`config.mk`:
```
export PLATFORM = sky130hd
export DESIGN_NAME = tx_list_fetch_engine
export DESIGN_NICKNAME = d
export VERILOG_FILES = /design/src/hw/tx_list_pkg.sv /design/src/hw/byte_stream_if.sv /design/src/hw/word_unpacker.sv /design/src/hw/tx_fifo.sv /design/src/hw/tx_list_fetch_engine.sv
export SDC_FILE = /design/constraint.sdc
export NUM_CORES = 2
export LEC_CHECK = 0
export BUFFER_PORTS_ARGS = -buffer_cell sky130_fd_sc_hd__buf_2
export CORE_ASPECT_RATIO = 2
export CORE_UTILIZATION = 40
export CTS_BUF_LIST = sky130_fd_sc_hd__clkbuf_16
export DETAILED_ROUTE_END_ITERATION = 10
export PLACE_DENSITY = 0.58
export SYNTH_ARGS = -nofsm -noshare
export SYNTH_HDL_FRONTEND = slang
export SYNTH_SLANG_ARGS = --single-unit
```
`constraint.sdc`:
```
create_clock -name ref_clk_i -period 41.3 [get_ports ref_clk_i]
set_input_delay 4.13 -clock ref_clk_i [delete_from_list [all_inputs] [get_ports ref_clk_i]]
set_output_delay 4.13 -clock ref_clk_i [all_outputs]
set_load 0.1 [all_outputs]
```
`src/hw/tx_list_pkg.sv`:
```
// constants for the transmit list fetch engine
// assumes a 32-bit byte-addressed host memory port with byte enables
package tx_list_pkg;
  // list layout, byte offsets
  localparam logic [31:0] LINK_OFS     = 32'h0000_0000;
  localparam logic [31:0] STAT_OFS     = 32'h0000_0004;
  localparam logic [31:0] FRAG_OFS     = 32'h0000_0008;
  localparam logic [31:0] WORD_STEP    = 32'h0000_0004;
  localparam int          LINK_IGNORE  = 3;
  localparam int          MAX_FRAG     = 10;
  localparam int          DESC_WORDS   = 22;
  localparam logic [4:0]  DESC_LAST    = 5'h15;
  // fields of the status word and of a fragment count
  localparam int          FRM_CMP_BIT  = 14;
  localparam int          EOC_BIT      = 11;
  localparam int          PASS_FCS_BIT = 9;
  localparam int          PRIO_MSB     = 2;
  localparam int          FRAG_LAST    = 31;
  localparam int          SIZE_LSB     = 16;
  // byte enables for a write of the status half-word only
  localparam logic [3:0]  STAT_BE      = 4'h3;
  // network protocol types that carry a priority request
  localparam logic [1:0]  PROTO_PRIO_A = 2'h2;
  localparam logic [1:0]  PROTO_PRIO_B = 2'h3;
  // byte stream and FIFO
  localparam int          BYTE_W       = 8;
  localparam int          STREAM_W     = 13;
  localparam int          FIFO_DEPTH   = 8;
  localparam logic [7:0]  EOF_CNT_MAX  = 8'hff;

  typedef enum logic [2:0] {
    ST_IDLE  = 3'b000,
    ST_DESC  = 3'b001,
    ST_CHECK = 3'b010,
    ST_FRAG  = 3'b011,
    ST_RDREQ = 3'b100,
    ST_DREAD = 3'b101,
    ST_UNPK  = 3'b110,
    ST_STAT  = 3'b111
  } fetch_state_t;
endpackage : tx_list_pkg

```
`src/hw/byte_stream_if.sv`:
```
// valid/ready byte stream between the unpacker and the FIFO
// assumes one clock shared by both ends
`timescale 1ns/1ns
interface byte_stream_if #(parameter int WIDTH = 13);
  logic [WIDTH-1:0] data;
  logic             valid;
  logic             ready;
  modport src (output data, output valid, input ready);
  modport snk (input data, input valid, output ready);
endinterface : byte_stream_if

```
`src/hw/word_unpacker.sv`:
```
// splits one fetched word into bytes, from a start lane, one per cycle
// assumes the loader waits for busy_o low before the next load
`timescale 1ns/1ns
module word_unpacker (
  // clock and reset
  input  wire logic        ref_clk_i,
  input  wire logic        reset_i,
  // word to unpack
  input  wire logic        load_i,
  input  wire logic [31:0] word_i,
  input  wire logic [1:0]  lane_i,
  input  wire logic [2:0]  count_i,
  input  wire logic        last_i,
  input  wire logic [3:0]  meta_i,
  output logic             busy_o,
  // byte stream out
  byte_stream_if.src       out
);
  logic [31:0] word;
  logic [1:0]  lane;
  logic [2:0]  left;
  logic        last;
  logic [3:0]  meta;
  logic        take;

  assign take = out.valid && out.ready;
  assign busy_o = (left != 3'h0);

  always_ff @(posedge ref_clk_i) begin
    if (reset_i) begin
      left <= 3'h0;
      lane <= 2'h0;
    end else if (load_i) begin
      left <= count_i;
      lane <= lane_i;
    end else if (take) begin
      left <= left - 3'h1;
      lane <= lane + 2'h1;
    end
  end

  always_ff @(posedge ref_clk_i) begin
    if (reset_i) begin
      word <= 32'h0000_0000;
      last <= 1'b0;
      meta <= 4'h0;
    end else if (load_i) begin
      word <= word_i;
      last <= last_i;
      meta <= meta_i;
    end
  end

  // {priority, pass fcs, frame end, byte}
  assign out.valid = busy_o;
  assign out.data  = {meta, last && (left == 3'h1),
                      word[{lane, 3'h0} +: tx_list_pkg::BYTE_W]};
endmodule : word_unpacker

```
`src/hw/tx_fifo.sv`:
```
// shift-register FIFO; head entry and flags are flip-flops
// assumes the consumer may stall at will
`timescale 1ns/1ns
module tx_fifo #(
  parameter int WIDTH = 13,
  parameter int DEPTH = 8
) (
  // clock and reset
  input  wire logic             ref_clk_i,
  input  wire logic             reset_i,
  // fill side
  byte_stream_if.snk            in,
  // drain side
  output logic [WIDTH-1:0]      out_data_o,
  output logic                  out_valid_o,
  input  wire logic             out_ready_i
);
  logic [WIDTH-1:0] mem [0:DEPTH-1];
  logic [DEPTH-1:0] vld;
  logic             pop;
  logic             push;

  assign pop         = vld[0] && out_ready_i;
  assign push        = in.valid && in.ready;
  assign in.ready    = !vld[DEPTH-1];
  assign out_data_o  = mem[0];
  assign out_valid_o = vld[0];

  genvar i;
  generate
    for (i = 0; i < DEPTH; i++) begin : g_slot
      logic below;
      logic here;
      logic above;
      if (i == 0) begin : g_lo
        assign below = 1'b1;
      end else begin : g_mid
        assign below = vld[i-1];
      end
      if (i == DEPTH - 1) begin : g_hi
        assign above = 1'b0;
      end else begin : g_top
        assign above = vld[i+1];
      end
      assign here = vld[i];
      always_ff @(posedge ref_clk_i) begin
        if (reset_i) begin
          vld[i] <= 1'b0;
          mem[i] <= '0;
        end else if (pop) begin
          if (push && here && !above) begin
            mem[i] <= in.data;
          end else if (above) begin
            mem[i] <= mem[i+1 < DEPTH ? i+1 : i];
          end
          vld[i] <= above || (push && here);
        end else if (push && below && !here) begin
          mem[i] <= in.data;
          vld[i] <= 1'b1;
        end
      end
    end
  endgenerate
endmodule : tx_fifo

```
`src/hw/tx_list_fetch_engine.sv`:
```
// transmit list fetch engine: walks chained transmit lists in host
// memory, gathers fragments into the FIFO, writes back status
// assumes a memory port where a request stands until acknowledged and
// read data is valid in the acknowledge cycle
`timescale 1ns/1ns
module tx_list_fetch_engine (
  // clock and reset
  input  wire logic        ref_clk_i,
  input  wire logic        reset_i,
  // channel control
  input  wire logic        start_i,
  input  wire logic [31:0] list_addr_i,
  input  wire logic [1:0]  net_protocol_i,
  output logic             channel_active_o,
  output logic             adapter_check_o,
  // events
  input  wire logic        eof_ack_i,
  input  wire logic        eoc_ack_i,
  output logic             eof_event_o,
  output logic             eoc_event_o,
  // host memory port
  output logic             mem_req_o,
  output logic             mem_we_o,
  output logic [31:0]      mem_addr_o,
  output logic [31:0]      mem_wdata_o,
  output logic [3:0]       mem_be_o,
  input  wire logic        mem_ack_i,
  input  wire logic [31:0] mem_rdata_i,
  // gathered frame bytes
  output logic [7:0]       tx_data_o,
  output logic             tx_last_o,
  output logic             pass_fcs_o,
  output logic [2:0]       tx_prio_o,
  output logic             tx_valid_o,
  input  wire logic        tx_ready_i
);
  tx_list_pkg::fetch_state_t state;

  logic [31:0] desc [0:tx_list_pkg::DESC_WORDS-1];
  logic [4:0]  widx;
  logic [31:0] list_base;
  logic [3:0]  frag;
  logic [31:0] cur_addr;
  logic [30:0] rem;
  logic        ld;
  logic        busy;
  logic        eoc_flag;
  logic [7:0]  eof_cnt;

  // derived from the stored list
  logic [15:0] req_stat;
  logic [15:0] frame_size;
  logic [34:0] frag_sum;
  logic [3:0]  nfrag;
  logic [3:0]  last_nz;
  logic [1:0]  lane;
  logic [2:0]  avail;
  logic [2:0]  nbytes;
  logic        is_last_word;
  logic [3:0]  meta;
  logic        proto_prio;
  logic [tx_list_pkg::STREAM_W-1:0] fifo_out;
  logic        eof_inc;
  logic        eof_dec;
  logic [31:0] mem_rdata_q;
  logic [1:0]  lane_q;
  logic [2:0]  count_q;
  logic        last_q;

  byte_stream_if #(.WIDTH(tx_list_pkg::STREAM_W)) bytes_if ();

  function automatic logic [31:0] frag_count(input logic [31:0] w);
    frag_count = {1'b0, w[30:0]};
  endfunction : frag_count

  assign req_stat   = desc[1][15:0];
  assign frame_size = desc[1][31:tx_list_pkg::SIZE_LSB];

  always_comb begin
    logic stop;
    stop     = 1'b0;
    frag_sum = 35'h0;
    nfrag    = 4'h0;
    last_nz  = 4'h0;
    for (int k = 0; k < tx_list_pkg::MAX_FRAG; k++) begin
      if (!stop) begin
        frag_sum = frag_sum + {3'h0, frag_count(desc[2 + 2*k])};
        nfrag    = 4'(k + 1);
        if (frag_count(desc[2 + 2*k]) != 32'h0) begin
          last_nz = 4'(k);
        end
        stop = desc[2 + 2*k][tx_list_pkg::FRAG_LAST];
      end
    end
  end

  // byte-granular lane and length per word
  assign lane   = cur_addr[1:0];
  assign avail  = 3'h4 - {1'b0, lane};
  assign nbytes = (rem < {28'h0, avail}) ? rem[2:0] : avail;
  assign is_last_word = (frag == last_nz) && (rem == {28'h0, nbytes});

  // priority only for protocol types 2 and 3
  assign proto_prio = (net_protocol_i == tx_list_pkg::PROTO_PRIO_A) ||
                      (net_protocol_i == tx_list_pkg::PROTO_PRIO_B);
  // supplied-FCS flag travels with every byte
  assign meta = {proto_prio ? req_stat[tx_list_pkg::PRIO_MSB:0] : 3'h0,
                 req_stat[tx_list_pkg::PASS_FCS_BIT]};

  always_ff @(posedge ref_clk_i) begin
    if (reset_i) begin
      state            <= tx_list_pkg::ST_IDLE;
      widx             <= 5'h0;
      list_base        <= 32'h0000_0000;
      frag             <= 4'h0;
      cur_addr         <= 32'h0000_0000;
      rem              <= 31'h0;
      ld               <= 1'b0;
      channel_active_o <= 1'b0;
      adapter_check_o  <= 1'b0;
      mem_req_o        <= 1'b0;
      mem_we_o         <= 1'b0;
      mem_addr_o       <= 32'h0000_0000;
      mem_wdata_o      <= 32'h0000_0000;
      mem_be_o         <= 4'h0;
    end else begin
      ld <= 1'b0;
      unique case (state)
        tx_list_pkg::ST_IDLE: begin
          if (start_i) begin
            list_base        <= {list_addr_i[31:tx_list_pkg::LINK_IGNORE],
                                 3'h0};
            mem_addr_o       <= {list_addr_i[31:tx_list_pkg::LINK_IGNORE],
                                 3'h0};
            widx             <= 5'h0;
            mem_req_o        <= 1'b1;
            mem_we_o         <= 1'b0;
            mem_be_o         <= 4'hf;
            channel_active_o <= 1'b1;
            adapter_check_o  <= 1'b0;
            state            <= tx_list_pkg::ST_DESC;
          end
        end
        tx_list_pkg::ST_DESC: begin
          // whole list, link included, in one burst
          if (mem_ack_i) begin
            if (widx == tx_list_pkg::DESC_LAST) begin
              mem_req_o <= 1'b0;
              state     <= tx_list_pkg::ST_CHECK;
            end else begin
              widx       <= widx + 5'h1;
              mem_addr_o <= mem_addr_o + tx_list_pkg::WORD_STEP;
            end
          end
        end
        tx_list_pkg::ST_CHECK: begin
          if (frag_sum != {19'h0, frame_size}) begin
            adapter_check_o  <= 1'b1;
            channel_active_o <= 1'b0;
            state            <= tx_list_pkg::ST_IDLE;
          end else begin
            frag  <= 4'h0;
            state <= tx_list_pkg::ST_FRAG;
          end
        end
        tx_list_pkg::ST_FRAG: begin
          if (frag == nfrag) begin
            // status once all bytes are handed to the FIFO
            // only the status half-word is written
            mem_req_o   <= 1'b1;
            mem_we_o    <= 1'b1;
            mem_be_o    <= tx_list_pkg::STAT_BE;
            mem_addr_o  <= list_base + tx_list_pkg::STAT_OFS;
            // end-of-channel bit set on the final list
            mem_wdata_o <= {16'h0, req_stat
                            | (16'h1 << tx_list_pkg::FRM_CMP_BIT)
                            | ((desc[0] == 32'h0)
                               ? (16'h1 << tx_list_pkg::EOC_BIT) : 16'h0)};
            state       <= tx_list_pkg::ST_STAT;
          end else begin
            cur_addr <= desc[3 + 2*frag];
            rem      <= desc[2 + 2*frag][30:0];
            if (desc[2 + 2*frag][30:0] == 31'h0) begin
              frag <= frag + 4'h1;
            end else begin
              state <= tx_list_pkg::ST_RDREQ;
            end
          end
        end
        tx_list_pkg::ST_RDREQ: begin
          mem_req_o  <= 1'b1;
          mem_we_o   <= 1'b0;
          mem_be_o   <= 4'hf;
          mem_addr_o <= {cur_addr[31:2], 2'h0};
          state      <= tx_list_pkg::ST_DREAD;
        end
        tx_list_pkg::ST_DREAD: begin
          if (mem_ack_i) begin
            mem_req_o <= 1'b0;
            ld        <= 1'b1;
            cur_addr  <= cur_addr + {29'h0, nbytes};
            rem       <= rem - {28'h0, nbytes};
            state     <= tx_list_pkg::ST_UNPK;
          end
        end
        tx_list_pkg::ST_UNPK: begin
          if (!ld && !busy) begin
            if (rem == 31'h0) begin
              frag  <= frag + 4'h1;
              state <= tx_list_pkg::ST_FRAG;
            end else begin
              state <= tx_list_pkg::ST_RDREQ;
            end
          end
        end
        tx_list_pkg::ST_STAT: begin
          if (mem_ack_i) begin
            mem_we_o <= 1'b0;
            // halt after the final status write
            if (desc[0] == 32'h0) begin
              mem_req_o        <= 1'b0;
              channel_active_o <= 1'b0;
              state            <= tx_list_pkg::ST_IDLE;
            end else begin
              // next list on an eight-byte boundary
              list_base  <= {desc[0][31:tx_list_pkg::LINK_IGNORE], 3'h0};
              mem_addr_o <= {desc[0][31:tx_list_pkg::LINK_IGNORE], 3'h0};
              mem_be_o   <= 4'hf;
              widx       <= 5'h0;
              state      <= tx_list_pkg::ST_DESC;
            end
          end
        end
      endcase
    end
  end

  // descriptor words captured during the burst
  always_ff @(posedge ref_clk_i) begin
    if (reset_i) begin
      for (int k = 0; k < tx_list_pkg::DESC_WORDS; k++) begin
        desc[k] <= 32'h0000_0000;
      end
    end else if (state == tx_list_pkg::ST_DESC && mem_ack_i) begin
      desc[widx] <= mem_rdata_i;
    end
  end

  // pending end-of-frame count; a new frame and an ack together cancel
  assign eof_inc = (state == tx_list_pkg::ST_STAT) && mem_ack_i;
  assign eof_dec = eof_ack_i && (eof_cnt != 8'h0);
  always_ff @(posedge ref_clk_i) begin
    if (reset_i) begin
      eof_cnt <= 8'h0;
    end else if (eof_inc && !eof_dec &&
                 eof_cnt != tx_list_pkg::EOF_CNT_MAX) begin
      eof_cnt <= eof_cnt + 8'h1;
    end else if (eof_dec && !eof_inc) begin
      eof_cnt <= eof_cnt - 8'h1;
    end
  end

  // end-of-channel set on halt after the final status write, set wins over ack
  always_ff @(posedge ref_clk_i) begin
    if (reset_i) begin
      eoc_flag <= 1'b0;
    end else if (state == tx_list_pkg::ST_STAT && mem_ack_i &&
                 desc[0] == 32'h0) begin
      eoc_flag <= 1'b1;
    end else if (eoc_ack_i) begin
      eoc_flag <= 1'b0;
    end
  end

  // end-of-channel shown only with no end-of-frame pending
  always_ff @(posedge ref_clk_i) begin
    if (reset_i) begin
      eof_event_o <= 1'b0;
      eoc_event_o <= 1'b0;
    end else begin
      eof_event_o <= (eof_cnt != 8'h0);
      eoc_event_o <= eoc_flag && (eof_cnt == 8'h0);
    end
  end

  word_unpacker u_unpack (
    .ref_clk_i (ref_clk_i),
    .reset_i   (reset_i),
    .load_i    (ld),
    .word_i    (mem_rdata_q),
    .lane_i    (lane_q),
    .count_i   (count_q),
    .last_i    (last_q),
    .meta_i    (meta),
    .busy_o    (busy),
    .out       (bytes_if.src)
  );

  // word and slicing held from the acknowledge cycle for the load pulse
  always_ff @(posedge ref_clk_i) begin
    if (reset_i) begin
      mem_rdata_q <= 32'h0000_0000;
      lane_q      <= 2'h0;
      count_q     <= 3'h0;
      last_q      <= 1'b0;
    end else if (state == tx_list_pkg::ST_DREAD && mem_ack_i) begin
      mem_rdata_q <= mem_rdata_i;
      lane_q      <= lane;
      count_q     <= nbytes;
      last_q      <= is_last_word;
    end
  end

  tx_fifo #(
    .WIDTH (tx_list_pkg::STREAM_W),
    .DEPTH (tx_list_pkg::FIFO_DEPTH)
  ) u_fifo (
    .ref_clk_i   (ref_clk_i),
    .reset_i     (reset_i),
    .in          (bytes_if.snk),
    .out_data_o  (fifo_out),
    .out_valid_o (tx_valid_o),
    .out_ready_i (tx_ready_i)
  );

  assign tx_data_o  = fifo_out[7:0];
  assign tx_last_o  = fifo_out[8];
  assign pass_fcs_o = fifo_out[9];
  assign tx_prio_o  = fifo_out[12:10];
endmodule : tx_list_fetch_engine

```
==> results.json <==
{
  "critPathRequiredTime_ps": 42010,
  "clkPwrFrac_pct": 30.9,
  "ctsResizeCount": 0,
  "end_kind": "register",
  "synth-adder-area-share_pct": 5.11,
  "ys.warnings.count": 0,
  "cts_buffer_depth": 4,
  "cp_slowest_cell": "a221oi_1",
  "r2r-end": "frag[0]$_SDFFE_PP0P_",
  "numCtsBuffers": 145,
  "pin_count": 161,
  "startpoint_type": "register",
  "crit_buf_inv": 7,
  "drt-pass1-iter-count": 6,
  "grt_max_degree": 118,
  "core-area_um2": 204000,
  "htreeDepth": 4,
  "reg2reg_from": "desc[4][1]$_SDFFCE_PN0P_",
  "ff2ff_path_depth": 83,
  "ant_nets": 0,
  "track_usage_pct": 36.1,
  "switching_power_uw": 1610,
  "p_sw_share_pct": 37.2,
  "clock-sinks": 1378,
  "rows": 235,
  "syn_area_um2": 82200,
  "hold_class": "reg2reg",
  "ir_drop_uv": 42.4,
  "viasPerCell": 6.27,
  "grt_pass1_wl_mm": 512,
  "hold_start": "mem_rdata_q[28]$_SDFFE_PP0P_",
  "hold_viol": 0,
  "synth.area.mux_share_pct": 10.8,
  "period_share_pct": 57.1,
  "finalSetupTns_ps": 0,
  "finClkSkew_ps": 59.0,
  "clkSlewWorstSetupHoldPaths_ps": 60,
  "fp.dieArea_um2": 207000,
  "wl_mm": 379,
  "nets": 7937,
  "synth-xor-area-share_pct": 3.28,
  "critPathMaxFanout": 6,
  "wl_per_cell_um": 36.2,
  "drc_errors": 0,
  "syn_area_per_cell_um2": 10.9,
  "drive_above_1_share_pct": 13.7,
  "final_cell_area_um2": 90900,
  "synth_cells": 7550,
  "p_leak_uw": 0.0333,
  "setup_viol": 0,
  "hpwl_mm": 287,
  "final_max_slew_viol_count": 0,
  "cts_tree": "yes",
  "worst_slew_pin_slew_ps": 1430,
  "power_density_nw_per_um2": 47.7,
  "r2r_setup_slack_ps": 17730,
  "drtIter0Drc": 6422,
  "io_buffers": 138,
  "crit_type": "reg2reg",
  "rsz0062_at_grt": "false",
  "cts_root_buf": "clkbuf_16",
  "power.total_uw": 4340,
  "seqPwrFrac_pct": 38.7,
  "dp_slack_ps": 18150,
  "slew_headroom_pct": 3.93,
  "max_freq_ghz": 0.0424,
  "ys_async_sr_fraction_pct": 0,
  "cp_common_cell": "a21oi_1",
  "synth-seq-cells": 1378,
  "start_util_pct": 40.2,
  "synth-seq-area-share_pct": 47.2,
  "cap_viol_max_count": 0,
  "antenna_found_initial": 67,
  "synth_top_family_by_area": "simple AND/OR/NAND/NOR gates",
  "max_stage_delay_ps": 1000,
  "synth.distinct_cells": 107,
  "outcome": "complete, no violations",
  "yosys_most_used_dff": "edfxtp_1",
  "synth-edff-count": 1122,
  "placedCellCount": 10100,
  "crit_family": "compound AO/OA/AOI/OAI gates",
  "dpl_cell_area_um2": 86000,
  "die_h_um": 643,
  "internal_power_uw": 2730,
  "layout_common_cells": "edfxtp_1, and2_1, nand2_1, nor2_1, a21oi_1",
  "num_vias": 65700,
  "syn2layout_area_growth_pct": 10.7,
  "hold_path_depth": 2,
  "critical_path_arrival_ps": 24280,
  "cts_setup_buffers": 0,
  "grt_pass1_vias": 65200,
  "grt_overflow": 0,
  "layout_commonest_cell": "edfxtp_1",
  "min_delay_worst_endpoint": "mem_rdata_q[28]$_SDFFE_PP0P_",
  "cts-hold-fix-buffers": 0,
  "place.gp.congestion": 1.07,
  "p_comb_share_pct": 30.4,
  "finalNonFillerCells": 10500,
  "yosys.area_share.simple_pct": 16.3,
  "synth_compound_area_share_pct": 14.1,
  "die_w_um": 323,
  "period_needed_ps": 23570,
  "clock_latency_ps": 880,
  "final.setup.worst_slack_ps": 17730
}
power by group through the flow:
stage	Clock, uW	Combinational, uW	Sequential [uW]
2_1_floorplan	0	797	1770
3_3_place_gp	0	1280	1700
3_5_place_dp	0	1290	1710
4_1_cts	1360	1300	1680
5_1_grt	1400	1400	1690
6_report	1340	1320	1680
state kept, by name, summed over array words and instances, names as in the netlist, 5 cells and up:
name and cells:
cur_addr 32, desc 1018, eof_cnt 8, list_base 29, mem_addr_o 30, mem_rdata_q 32, mem_wdata_o 16, rem 31
u_fifo.g_slot.above 7, u_fifo.mem 104, u_unpack.word 32, widx 5
tightest hold or removal path, stage by stage, from the launching register on:
cell and delay [ps]:
dfxtp_1 310, nand2_1 50, a21oi_1 50
kinds of logic (layout without fill, tap and decap cells):
logic type                 count (synthesis)  count (layout)
AOI/OAI and AO/OA                       1749            1749
xor gates and xnor gates                 303             303
adders and majority gates                329             329
buffers and inverters                    646             724
DFF                                     1378            1378
muxes                                    486             486
other                                      1             116
and+or+nand+nor                         2658            2658
Yosys cell counts, types with 84 or more instances:
cell,n,area share [%]
edfxtp_1,1122,41
and2_1,753,5.7
nand2_1,639,2.9
nor2_1,603,2.8
a21oi_1,476,2.9
clkbuf_1,397,1.8
o21ai_0,339,2.1
mux4_2,321,8.8
ha_1,315,4.8
dfxtp_1,256,6.2
xnor2_1,205,2.2
a21o_1,152,1.4
mux2i_1,141,1.7
inv_1,135,0.62
nand3_1,113,0.69
nor3_1,108,0.66
a211oi_1,104,0.95
nor4_1,96,0.73
xor2_1,94,1.0
a22o_1,84,0.90
area by class of cell:
type / count / area, um2
sequential: 1378 / 38800
clock buffer: 148 / 3700
multi-input combinational: 5543 / 41100
tap: 2725 / 3410
antenna: 98 / 245
timing repair buffer: 330 / 2170
inverter: 139 / 522
clock inverter: 107 / 947
fill: 19100 / 113000
per-stage QoR:
step                      hold slack (ps)  utilization, %
after global placement                441            42.1
after global routing                  471            44.5
after detailed placement              446            42.1
final                                 454            44.5
after CTS                             454            44.4
after floorplan                       436               -
layer usage:
metal  vias up  part of all wire [%]  global-route usage, %
met3      1390                   6.2                   6.51
met2      3259                    51                   64.0
li1      28300                     -                      -
met5         -                 0.037                      0
met1     32700                    29                   32.2
met4        22                    14                   40.9
how the worst max path moves through the flow:
stage                                   start                    to  slack [ps]  cells past startpoint
floorplan           desc[2][31]$_SDFFCE_PN0P_  frag[3]$_SDFFE_PP0P_       24530                     86
global placement     desc[4][1]$_SDFFCE_PN0P_  frag[0]$_SDFFE_PP0P_       18180                     82
detailed placement   desc[4][1]$_SDFFCE_PN0P_  frag[0]$_SDFFE_PP0P_       18150                     79
CTS                  desc[4][1]$_SDFFCE_PN0P_  frag[0]$_SDFFE_PP0P_       17980                     82
global route         desc[2][0]$_SDFFCE_PN0P_  frag[0]$_SDFFE_PP0P_       16720                     84
finish               desc[4][1]$_SDFFCE_PN0P_  frag[0]$_SDFFE_PP0P_       17730                     83
Power figures use the tool's default switching activity.
